--- config.mk ---
export PLATFORM = sky130hd
export DESIGN_NAME = urd_regs
export DESIGN_NICKNAME = d
export VERILOG_FILES = /design/src/urd_pkg.sv /design/src/urd_sync.sv /design/src/urd_decode.sv /design/src/urd_regs.sv
export SDC_FILE = /design/constraint.sdc
export NUM_CORES = 1
export LEC_CHECK = 0
export BUFFER_PORTS_ARGS = -buffer_cell sky130_fd_sc_hd__clkbuf_2
export CAP_MARGIN = 20
export CORE_MARGIN = 2
export CORE_UTILIZATION = 30
export DETAILED_ROUTE_END_ITERATION = 10
export GPL_TIMING_DRIVEN = 0
export PLACE_DENSITY_LB_ADDON = 0.12
export SLEW_MARGIN = 30
export SYNTH_ARGS = -nofsm -noshare
export SYNTH_HDL_FRONTEND = slang
export SYNTH_HIERARCHICAL = 1
export SYNTH_SLANG_ARGS = --single-unit
--- constraint.sdc ---
create_clock -name sys_clk -period 12.1 [get_ports sys_clk]
set_clock_uncertainty 0.15 [all_clocks]
set_input_delay 3.025 -clock sys_clk [delete_from_list [all_inputs] [get_ports sys_clk]]
set_output_delay 3.025 -clock sys_clk [all_outputs]
set_load 0.02 [all_outputs]
--- src/urd_pkg.sv ---
// Package for the UART register access decode block.
// Assumes one 100 MHz clock and an 8-bit host port with 3 address lines.
package urd_pkg;

    // ----------------------------------------------------------------
    // Widths
    // ----------------------------------------------------------------
    localparam int ADDR_W = 3;
    localparam int DATA_W = 8;

    // ----------------------------------------------------------------
    // Register offsets
    // ----------------------------------------------------------------
    localparam logic [2:0] OFS_DIVISOR_LOW      = 3'h0;
    localparam logic [2:0] OFS_DIVISOR_HIGH     = 3'h1;
    localparam logic [2:0] OFS_ENHANCED_FEATURE = 3'h2;
    localparam logic [2:0] OFS_LINE_CONTROL     = 3'h3;
    localparam logic [2:0] OFS_MODEM_CONTROL    = 3'h4;
    localparam logic [2:0] OFS_RESUME_CHAR_ONE  = 3'h4;
    localparam logic [2:0] OFS_RESUME_CHAR_TWO  = 3'h5;
    localparam logic [2:0] OFS_PAUSE_CHAR_ONE   = 3'h6;
    localparam logic [2:0] OFS_PAUSE_CHAR_TWO   = 3'h7;
    localparam logic [2:0] OFS_FLOW_THRESHOLD   = 3'h6;
    localparam logic [2:0] OFS_FIFO_TRIGGER     = 3'h7;
    localparam logic [2:0] OFS_FIFO_READY       = 3'h7;

    // ----------------------------------------------------------------
    // Access keys and field positions
    // ----------------------------------------------------------------
    localparam logic [7:0] LINE_CONTROL_DIV_KEY = 8'h80;
    localparam logic [7:0] LINE_CONTROL_ENH_KEY = 8'hbf;
    localparam int         LINE_CONTROL_DIV_BIT = 7;
    localparam int         ENH_FEATURE_EXT_BIT  = 4;
    localparam int         MODEM_CONTROL_EXT_BIT = 6;

    // ----------------------------------------------------------------
    // Values after reset
    // ----------------------------------------------------------------
    localparam logic [7:0] REG_RESET_VAL = 8'h00;
    localparam logic [2:0] SYNC_ADDR_RESET = 3'h0;
    localparam logic [7:0] SYNC_DATA_RESET = 8'h00;
    localparam logic [2:0] SYNC_STROBE_RESET = 3'h7;

    // ----------------------------------------------------------------
    // Types
    // ----------------------------------------------------------------
    typedef enum logic [3:0] {
        SEL_BASE, SEL_LINE_CONTROL, SEL_MODEM_CONTROL, SEL_DIV_LOW, SEL_DIV_HIGH,
        SEL_ENH_FEATURE, SEL_RESUME_ONE, SEL_RESUME_TWO, SEL_PAUSE_ONE,
        SEL_PAUSE_TWO, SEL_FLOW_THRESHOLD, SEL_FIFO_TRIGGER, SEL_FIFO_READY
    } urd_sel_t;

    typedef enum logic [1:0] {BUS_IDLE, BUS_READ, BUS_WRITE} urd_bus_t;

    typedef struct packed {
        logic [7:0] divisor_low;
        logic [7:0] divisor_high;
        logic [7:0] enhanced_feature;
        logic [7:0] line_control;
        logic [7:0] modem_control;
        logic [7:0] resume_char_one;
        logic [7:0] resume_char_two;
        logic [7:0] pause_char_one;
        logic [7:0] pause_char_two;
        logic [7:0] flow_threshold;
        logic [7:0] fifo_trigger_level;
    } urd_cfg_t;

endpackage

--- src/urd_sync.sv ---
// Two-stage synchroniser for a group of host pins.
// Assumes the pins are asynchronous to sys_clk; reset value is a constant.
`timescale 1ns/1ps
module urd_sync #(
    parameter int             W       = 1,
    parameter logic [W-1:0]   RST_VAL = '0
) (
    // Clock and reset
    input  wire logic         sys_clk,
    input  wire logic         rst,
    // Pins and synchronised copy
    input  wire logic [W-1:0] pin,
    output logic      [W-1:0] pin_sync
);

    logic [W-1:0] meta_q;

    // First stage feeds only the second stage
    always_ff @(posedge sys_clk or posedge rst) begin
        if (rst) begin
            meta_q   <= RST_VAL;
            pin_sync <= RST_VAL;
        end else begin
            meta_q   <= pin;
            pin_sync <= meta_q;
        end
    end

endmodule

--- src/urd_decode.sv ---
// Address decode: which register an offset reaches under the current
// access settings. Purely combinational, same clock as its user.
`timescale 1ns/1ps
module urd_decode (
    // Access settings
    input  wire logic [7:0]     line_control,
    input  wire logic [7:0]     enhanced_feature,
    input  wire logic [7:0]     modem_control,
    // Offset and result
    input  wire logic [2:0]     addr,
    output urd_pkg::urd_sel_t   sel
);

    logic div_mode;
    logic key_mode;
    logic ext_mode;
    logic ready_mode;

    assign div_mode   = line_control[urd_pkg::LINE_CONTROL_DIV_BIT];
    assign key_mode   = (line_control == urd_pkg::LINE_CONTROL_ENH_KEY);
    // Threshold view needs enhanced_feature bit 4 and modem_control bit 6 set with line_control bit 7 clear
    assign ext_mode   = enhanced_feature[urd_pkg::ENH_FEATURE_EXT_BIT] && !div_mode
                        && modem_control[urd_pkg::MODEM_CONTROL_EXT_BIT];
    assign ready_mode = !enhanced_feature[urd_pkg::ENH_FEATURE_EXT_BIT] && !div_mode
                        && modem_control[urd_pkg::MODEM_CONTROL_EXT_BIT];

    assign sel =
        (addr == urd_pkg::OFS_LINE_CONTROL)                 ? urd_pkg::SEL_LINE_CONTROL :
        (div_mode && addr == urd_pkg::OFS_DIVISOR_LOW)      ? urd_pkg::SEL_DIV_LOW :
        (div_mode && addr == urd_pkg::OFS_DIVISOR_HIGH)     ? urd_pkg::SEL_DIV_HIGH :
        (key_mode && addr == urd_pkg::OFS_ENHANCED_FEATURE) ? urd_pkg::SEL_ENH_FEATURE :
        (key_mode && addr == urd_pkg::OFS_RESUME_CHAR_ONE)  ? urd_pkg::SEL_RESUME_ONE :
        (key_mode && addr == urd_pkg::OFS_RESUME_CHAR_TWO)  ? urd_pkg::SEL_RESUME_TWO :
        (key_mode && addr == urd_pkg::OFS_PAUSE_CHAR_ONE)   ? urd_pkg::SEL_PAUSE_ONE :
        (key_mode && addr == urd_pkg::OFS_PAUSE_CHAR_TWO)   ? urd_pkg::SEL_PAUSE_TWO :
        (addr == urd_pkg::OFS_MODEM_CONTROL)                ? urd_pkg::SEL_MODEM_CONTROL :
        (ext_mode && addr == urd_pkg::OFS_FLOW_THRESHOLD)   ? urd_pkg::SEL_FLOW_THRESHOLD :
        (ext_mode && addr == urd_pkg::OFS_FIFO_TRIGGER)     ? urd_pkg::SEL_FIFO_TRIGGER :
        (ready_mode && addr == urd_pkg::OFS_FIFO_READY)     ? urd_pkg::SEL_FIFO_READY :
                                                              urd_pkg::SEL_BASE;

endmodule

--- src/urd_regs.sv ---
// Register bank and access decode of one UART channel on the host port.
// Assumes an 8-bit asynchronous host bus (chip select, read, write strobes)
// and fifo ready flags from logic on sys_clk.
`timescale 1ns/1ps
module urd_regs (
    // Clock and reset
    input  wire logic                 sys_clk,
    input  wire logic                 rst,
    // Host bus pins
    input  wire logic                 host_cs_n,
    input  wire logic                 host_rd_n,
    input  wire logic                 host_wr_n,
    input  wire logic [2:0]           host_addr,
    input  wire logic [7:0]           host_data_pin,
    output logic      [7:0]           host_data_drv,
    output logic                      host_data_oe_n,
    // Channel side
    input  wire logic [7:0]           fifo_ready_view,
    output urd_pkg::urd_cfg_t         cfg
);

    // ----------------------------------------------------------------
    // Pin synchronisers
    // ----------------------------------------------------------------
    logic [2:0] strobe_s;
    logic [2:0] addr_s;
    logic [7:0] data_s;
    logic       cs_n_s;
    logic       rd_n_s;
    logic       wr_n_s;

    urd_sync #(.W(3), .RST_VAL(urd_pkg::SYNC_STROBE_RESET)) u_sync_strobe (
        .sys_clk  (sys_clk),
        .rst      (rst),
        .pin      ({host_cs_n, host_rd_n, host_wr_n}),
        .pin_sync (strobe_s)
    );

    urd_sync #(.W(3), .RST_VAL(urd_pkg::SYNC_ADDR_RESET)) u_sync_addr (
        .sys_clk  (sys_clk),
        .rst      (rst),
        .pin      (host_addr),
        .pin_sync (addr_s)
    );

    urd_sync #(.W(8), .RST_VAL(urd_pkg::SYNC_DATA_RESET)) u_sync_data (
        .sys_clk  (sys_clk),
        .rst      (rst),
        .pin      (host_data_pin),
        .pin_sync (data_s)
    );

    assign cs_n_s = strobe_s[2];
    assign rd_n_s = strobe_s[1];
    assign wr_n_s = strobe_s[0];

    // ----------------------------------------------------------------
    // Registers
    // ----------------------------------------------------------------
    logic [7:0] line_control_q;
    logic [7:0] modem_control_q;
    logic [7:0] enhanced_feature_q;
    logic [7:0] divisor_low_q;
    logic [7:0] divisor_high_q;
    logic [7:0] resume_char_one_q;
    logic [7:0] resume_char_two_q;
    logic [7:0] pause_char_one_q;
    logic [7:0] pause_char_two_q;
    logic [7:0] flow_threshold_q;
    logic [7:0] fifo_trigger_level_q;
    // Plain base holding registers for the offsets this bank does not own
    logic [7:0] base_q [8];

    // ----------------------------------------------------------------
    // Bus sequencer
    // ----------------------------------------------------------------
    urd_pkg::urd_bus_t state_q;
    urd_pkg::urd_bus_t state_d;
    logic [2:0]        wr_addr_q;
    logic [7:0]        wr_data_q;
    logic              wr_req;
    logic              rd_req;
    logic              rd_active;
    logic              commit;

    assign wr_req    = !cs_n_s && !wr_n_s;
    assign rd_req    = !cs_n_s && !rd_n_s;
    assign rd_active = rd_req && (state_q != urd_pkg::BUS_WRITE);
    // Commit on the trailing edge so data is stable when stored
    assign commit    = (state_q == urd_pkg::BUS_WRITE) && !wr_req;

    always_comb begin
        state_d = state_q;
        case (state_q)
            urd_pkg::BUS_IDLE: begin
                if (wr_req) begin
                    state_d = urd_pkg::BUS_WRITE;
                end else if (rd_req) begin
                    state_d = urd_pkg::BUS_READ;
                end
            end
            urd_pkg::BUS_READ: begin
                if (!rd_req) begin
                    state_d = urd_pkg::BUS_IDLE;
                end
            end
            urd_pkg::BUS_WRITE: begin
                if (!wr_req) begin
                    state_d = urd_pkg::BUS_IDLE;
                end
            end
            default: begin
                state_d = urd_pkg::BUS_IDLE;
            end
        endcase
    end

    always_ff @(posedge sys_clk or posedge rst) begin
        if (rst) begin
            state_q <= urd_pkg::BUS_IDLE;
        end else begin
            state_q <= state_d;
        end
    end

    // Last sample taken while the strobe was still low
    always_ff @(posedge sys_clk or posedge rst) begin
        if (rst) begin
            wr_addr_q <= urd_pkg::SYNC_ADDR_RESET;
            wr_data_q <= urd_pkg::SYNC_DATA_RESET;
        end else if (wr_req && state_q != urd_pkg::BUS_READ) begin
            wr_addr_q <= addr_s;
            wr_data_q <= data_s;
        end
    end

    // ----------------------------------------------------------------
    // Decode
    // ----------------------------------------------------------------
    urd_pkg::urd_sel_t wr_sel;
    urd_pkg::urd_sel_t rd_sel;

    urd_decode u_dec_wr (
        .line_control     (line_control_q),
        .enhanced_feature (enhanced_feature_q),
        .modem_control    (modem_control_q),
        .addr             (wr_addr_q),
        .sel              (wr_sel)
    );

    urd_decode u_dec_rd (
        .line_control     (line_control_q),
        .enhanced_feature (enhanced_feature_q),
        .modem_control    (modem_control_q),
        .addr             (addr_s),
        .sel              (rd_sel)
    );

    function automatic logic hit(input urd_pkg::urd_sel_t s, input urd_pkg::urd_sel_t t);
        hit = (s == t);
    endfunction

    logic we_line;
    logic we_modem;
    logic we_enh;
    logic we_div_lo;
    logic we_div_hi;
    logic we_res1;
    logic we_res2;
    logic we_pau1;
    logic we_pau2;
    logic we_flow;
    logic we_trig;
    logic we_base;

    assign we_line   = commit && hit(wr_sel, urd_pkg::SEL_LINE_CONTROL);
    assign we_modem  = commit && hit(wr_sel, urd_pkg::SEL_MODEM_CONTROL);
    assign we_enh    = commit && hit(wr_sel, urd_pkg::SEL_ENH_FEATURE);
    assign we_div_lo = commit && hit(wr_sel, urd_pkg::SEL_DIV_LOW);
    assign we_div_hi = commit && hit(wr_sel, urd_pkg::SEL_DIV_HIGH);
    assign we_res1   = commit && hit(wr_sel, urd_pkg::SEL_RESUME_ONE);
    assign we_res2   = commit && hit(wr_sel, urd_pkg::SEL_RESUME_TWO);
    assign we_pau1   = commit && hit(wr_sel, urd_pkg::SEL_PAUSE_ONE);
    assign we_pau2   = commit && hit(wr_sel, urd_pkg::SEL_PAUSE_TWO);
    assign we_flow   = commit && hit(wr_sel, urd_pkg::SEL_FLOW_THRESHOLD);
    assign we_trig   = commit && hit(wr_sel, urd_pkg::SEL_FIFO_TRIGGER);
    // Fifo ready view is read-only, so its writes fall nowhere
    assign we_base   = commit && hit(wr_sel, urd_pkg::SEL_BASE);

    // ----------------------------------------------------------------
    // Register writes
    // ----------------------------------------------------------------
    // control writes
    always_ff @(posedge sys_clk or posedge rst) begin
        if (rst) begin
            line_control_q     <= urd_pkg::REG_RESET_VAL;
            modem_control_q    <= urd_pkg::REG_RESET_VAL;
            enhanced_feature_q <= urd_pkg::REG_RESET_VAL;
        end else begin
            if (we_line) line_control_q <= wr_data_q;
            if (we_modem) modem_control_q <= wr_data_q;
            if (we_enh) enhanced_feature_q <= wr_data_q;
        end
    end

    always_ff @(posedge sys_clk or posedge rst) begin
        if (rst) begin
            divisor_low_q        <= urd_pkg::REG_RESET_VAL;
            divisor_high_q       <= urd_pkg::REG_RESET_VAL;
            resume_char_one_q    <= urd_pkg::REG_RESET_VAL;
            resume_char_two_q    <= urd_pkg::REG_RESET_VAL;
            pause_char_one_q     <= urd_pkg::REG_RESET_VAL;
            pause_char_two_q     <= urd_pkg::REG_RESET_VAL;
            flow_threshold_q     <= urd_pkg::REG_RESET_VAL;
            fifo_trigger_level_q <= urd_pkg::REG_RESET_VAL;
        end else begin
            if (we_div_lo) divisor_low_q <= wr_data_q;
            if (we_div_hi) divisor_high_q <= wr_data_q;
            if (we_res1) resume_char_one_q <= wr_data_q;
            if (we_res2) resume_char_two_q <= wr_data_q;
            if (we_pau1) pause_char_one_q <= wr_data_q;
            if (we_pau2) pause_char_two_q <= wr_data_q;
            if (we_flow) flow_threshold_q <= wr_data_q;
            if (we_trig) fifo_trigger_level_q <= wr_data_q;
        end
    end

    always_ff @(posedge sys_clk or posedge rst) begin
        if (rst) begin
            for (int i = 0; i < 8; i++) begin
                base_q[i] <= urd_pkg::REG_RESET_VAL;
            end
        end else if (we_base) begin
            base_q[wr_addr_q] <= wr_data_q;
        end
    end

    // ----------------------------------------------------------------
    // Read path
    // ----------------------------------------------------------------
    logic [7:0] rd_data;

    assign rd_data =
        (rd_sel == urd_pkg::SEL_LINE_CONTROL)   ? line_control_q :
        (rd_sel == urd_pkg::SEL_MODEM_CONTROL)  ? modem_control_q :
        (rd_sel == urd_pkg::SEL_ENH_FEATURE)    ? enhanced_feature_q :
        (rd_sel == urd_pkg::SEL_DIV_LOW)        ? divisor_low_q :
        (rd_sel == urd_pkg::SEL_DIV_HIGH)       ? divisor_high_q :
        (rd_sel == urd_pkg::SEL_RESUME_ONE)     ? resume_char_one_q :
        (rd_sel == urd_pkg::SEL_RESUME_TWO)     ? resume_char_two_q :
        (rd_sel == urd_pkg::SEL_PAUSE_ONE)      ? pause_char_one_q :
        (rd_sel == urd_pkg::SEL_PAUSE_TWO)      ? pause_char_two_q :
        (rd_sel == urd_pkg::SEL_FLOW_THRESHOLD) ? flow_threshold_q :
        (rd_sel == urd_pkg::SEL_FIFO_TRIGGER)   ? fifo_trigger_level_q :
        (rd_sel == urd_pkg::SEL_FIFO_READY)     ? fifo_ready_view :
                                                  base_q[addr_s];

    // Data follows the offset for as long as the read strobe is low
    always_ff @(posedge sys_clk or posedge rst) begin
        if (rst) begin
            host_data_drv  <= urd_pkg::REG_RESET_VAL;
            host_data_oe_n <= 1'b1;
        end else begin
            host_data_oe_n <= !rd_active;
            if (rd_active) host_data_drv <= rd_data;
        end
    end

    // Host restores its saved values afterwards; nothing here undoes them
    assign cfg = '{divisor_low:        divisor_low_q,
                   divisor_high:       divisor_high_q,
                   enhanced_feature:   enhanced_feature_q,
                   line_control:       line_control_q,
                   modem_control:      modem_control_q,
                   resume_char_one:    resume_char_one_q,
                   resume_char_two:    resume_char_two_q,
                   pause_char_one:     pause_char_one_q,
                   pause_char_two:     pause_char_two_q,
                   flow_threshold:     flow_threshold_q,
                   fifo_trigger_level: fifo_trigger_level_q};
endmodule

==> flow_summary.yaml <==
outcome:
  status: "finished clean"
setup_path:
  rrSetupSlack_ns: 8.37
  crit_fanout: 17
  timing.critical_path.slowest_stage_cell: "sky130_fd_sc_hd__dfrtp_1"
  critical_path_startpoint_category: "flop"
  worst_path_arrival_time_ns: 1.51
  crit_path_cell_trace: "clkbuf_2"
  critical_path_buf_inv_count: 1
  endpoint_kind: "primary output"
  timing.reg2reg.worst_path_depth: 9
  critPathTopFamily: "flip-flops"
  criticalPathCategory: "reg -> out"
  reg2reg_to: "host_data_drv[4]$_DFFE_PP0P_"
  crit_path_max_incr_delay_ns: 0.71
  worst-endpoint-required_ns: 8.92
  crit-reg2reg-launch: "line_control_q[7]$_DFFE_PP0P_"
timing:
  hold_fails_final_rpt: 0
  timing.final.crit_share_pct: 38.7
  worst_hold_slack_ns: 0.197
  grt_setup_unrepaired: "no"
  max_freq_mhz: 213
  report.final.slew_viol_count: 0
  timing.final.crit_period_ns: 4.68
  max-slew-margin-rel_pct: 38.2
  worst_slew_pin_slew_ns: 0.926
  totalNegativeSetupSlack_ns: 0
  setup_viol: 0
  fin_ws_ns: 7.42
yosys:
  synthDominantAreaCellType: "sky130_fd_sc_hd__dfrtp_1"
  syn-mean-instance-area_um2: 12.6
  ys_async_sr_fraction_pct: 100
  synth.yosys.seq_area_share_pct: 52.4
  ys.warnings.count: 6
  netlist_area_um2: 9660
  yosys.cell_types.count: 65
  postSynthCellCount: 768
  netlist.area_leader.share_pct: 50.5
  post_synth_main_area_contributors: "sky130_fd_sc_hd__dfrtp_1 (51%), sky130_fd_sc_hd__mux2_2 (19%), sky130_fd_sc_hd__mux2i_1 (2.1%), sky130_fd_sc_hd__o21ai_0 (2.0%), sky130_fd_sc_hd__dfstp_2 (1.9%)"
  postSynthRegisterBits: 202
  synth.net_count: 792
  synth_edf_count: 0
  synth_top_flop_cell: "sky130_fd_sc_hd__dfrtp_1"
clock_tree:
  htreeDepth: 1
  clkSinkCount: 202
  cts-resized-gates: 0
  cts_made_buffers: 24
  cts.path.max_buffers: 3
  tritoncts: "yes"
  post_cts_hold_buffer_count: 0
  clock_latency_ns: 0.53
  post-cts-setup-buffer-count: 0
  clk_root_buffer_cell: "sky130_fd_sc_hd__clkbuf_16"
  clkTransAtPathRegs_ns: 0.06
floorplan:
  die_y_um: 183
  die-area_um2: 33600
  die_w_um: 183
  floorplan.initialDensity_pct: 30.5
  std_cell_rows: 65
  top_level_ports: 121
  floorplan.core_area_um2: 31600
route:
  drt_drc_violations_left: 0
  antenna_left: 0
  routed-via-count: 7135
  drtPass1Iterations: 5
  detail_route.vias_per_cell: 5.34
  routed_wirelength_mm: 33.3
  detailedRoute.firstIterationViolations: 401
  avgRoutedWirePerCell_um: 24.9
place:
  dp_worst_setup_slack_ns: 7.49
  dp_area_um2: 10800
  port_buffers: 120
  dpl.hpwl_mm: 23.3
  place.gp.congestion: 0.925
global_route:
  number_of_global_route_vias_before_repair: 7233
  pin_count_of_the_biggest_net_entering_global_routing: 87
  grt_antenna_before_repair: 1
  grt_util_all_layers_pct: 19.8
  grt_remaining_overflow: 0
  grt_first_pass_wirelength_mm: 49.1
hold_path:
  hold_path_startpoint: "u_sync_data/meta_q[3]$_DFF_PP0_"
  hold-path-cell-count: 0
  holdCritPathClass: "reg -> reg"
  hold-path-endpoint: "u_sync_data/pin_sync[3]$_DFF_PP0_"
cells_and_area:
  layout-drive-gt1-share_pct: 42.2
  syn2layout_area_growth_pct: 21.0
  largest_register_ffs: 64
  num-nets-final: 940
  layout.cell_area.non_filler_um2: 11700
  max_flop_register: "base_q"
  antennaDiodeCount: 0
power_and_ir_drop:
  power_density_over_cell_area_nw_per_um2: 198
  finalPower_uw: 2310
  power.leakage_uw: 0.00543
  power.ir.vdd_worst_uv: 103
run:
  max-cap-violations: 0
[per-stage QoR]
step	util, %	std cells
final	36.9	1336
after detailed placement	34.2	1292
after floorplan	-	768
after CTS	36.9	1336
after global placement	34.0	1290
after global routing	36.9	1336
[worst max-delay path by stage]
stage | from | to | cells after the start
after detailed placement | fifo_ready_view[4] | host_data_drv[4]$_DFFE_PP0P_ | 6
after global placement | rst | flow_threshold_q[6]$_DFFE_PP0P_ | 2
after CTS | line_control_q[7]$_DFFE_PP0P_ | cfg[63] | 1
final | line_control_q[7]$_DFFE_PP0P_ | cfg[63] | 1
after floorplan | rst | base_q[0]$_DFFE_PP0P_ | 1
after global routing | line_control_q[7]$_DFFE_PP0P_ | cfg[63] | 1
[layout by cell type, fill, tap and decap left out, types with 12 or more instances in the layout]
master	count
sky130_fd_sc_hd__a21oi_1	29
sky130_fd_sc_hd__buf_2	25
sky130_fd_sc_hd__clkbuf_1	29
sky130_fd_sc_hd__clkbuf_16	24
sky130_fd_sc_hd__clkbuf_2	120
sky130_fd_sc_hd__dfrtp_1	195
sky130_fd_sc_hd__inv_1	12
sky130_fd_sc_hd__mux2_2	167
sky130_fd_sc_hd__mux2i_1	20
sky130_fd_sc_hd__nand2_1	37
sky130_fd_sc_hd__nor2_1	26
sky130_fd_sc_hd__nor2b_1	18
sky130_fd_sc_hd__o21ai_0	38
[cells in the mapped netlist, drive strengths merged (6+ instances only)]
| library cell | n |
|---|---|
| inv | 13 |
| nor2 | 28 |
| a32oi | 6 |
| nand3b | 9 |
| nand2 | 37 |
| mux4 | 14 |
| buf | 28 |
| a21oi | 29 |
| a22oi | 7 |
| o22ai | 8 |
| mux2 | 167 |
| o21ai | 39 |
| dfrtp | 195 |
| clkbuf | 27 |
| nor2b | 19 |
| nand3 | 8 |
| mux2i | 20 |
| dfstp | 7 |
| nand2b | 11 |
| nor3 | 11 |
[cell type report]
type / instances / area (um2)
fillers: 3139 / 19900
flip-flops and latches: 202 / 5060
multi-input cells: 497 / 4290
clock buffers: 34 / 718
repair buffers: 122 / 656
well taps: 402 / 503
plain buffers: 55 / 260
clock inverters: 10 / 139
inverters: 14 / 60.1
[layer usage]
metal / track usage [%] / vias up / routed length (um)
met2: 31.5 / 226 / 15200
li1: - / 3169 / -
met1: 27.0 / 3677 / 15000
met5: 0 / - / 0
met3: 3.11 / 63 / 1650
met4: 8.32 / 0 / 1450
[report_power, final]
| part | internal (uW) | leakage [uW] | switching [uW] |
|---|---|---|---|
| Sequential | 835 | 0.00262 | 127 |
| Combinational | 256 | 0.00238 | 318 |
| Clock | 477 | 0.000425 | 297 |
[cells by family (layout without fill, tap and decap cells)]
group	after synthesis	count (layout)	share of synthesized area [%]
AO/OA/AOI/OAI	148	148	10.6
buffers and inverters	69	235	3.24
flip-flops	202	202	52.4
multiplexers	201	201	25.0
AND/OR/NAND/NOR	148	148	8.74
No activity file was read; power rests on OpenSTA's default activity.
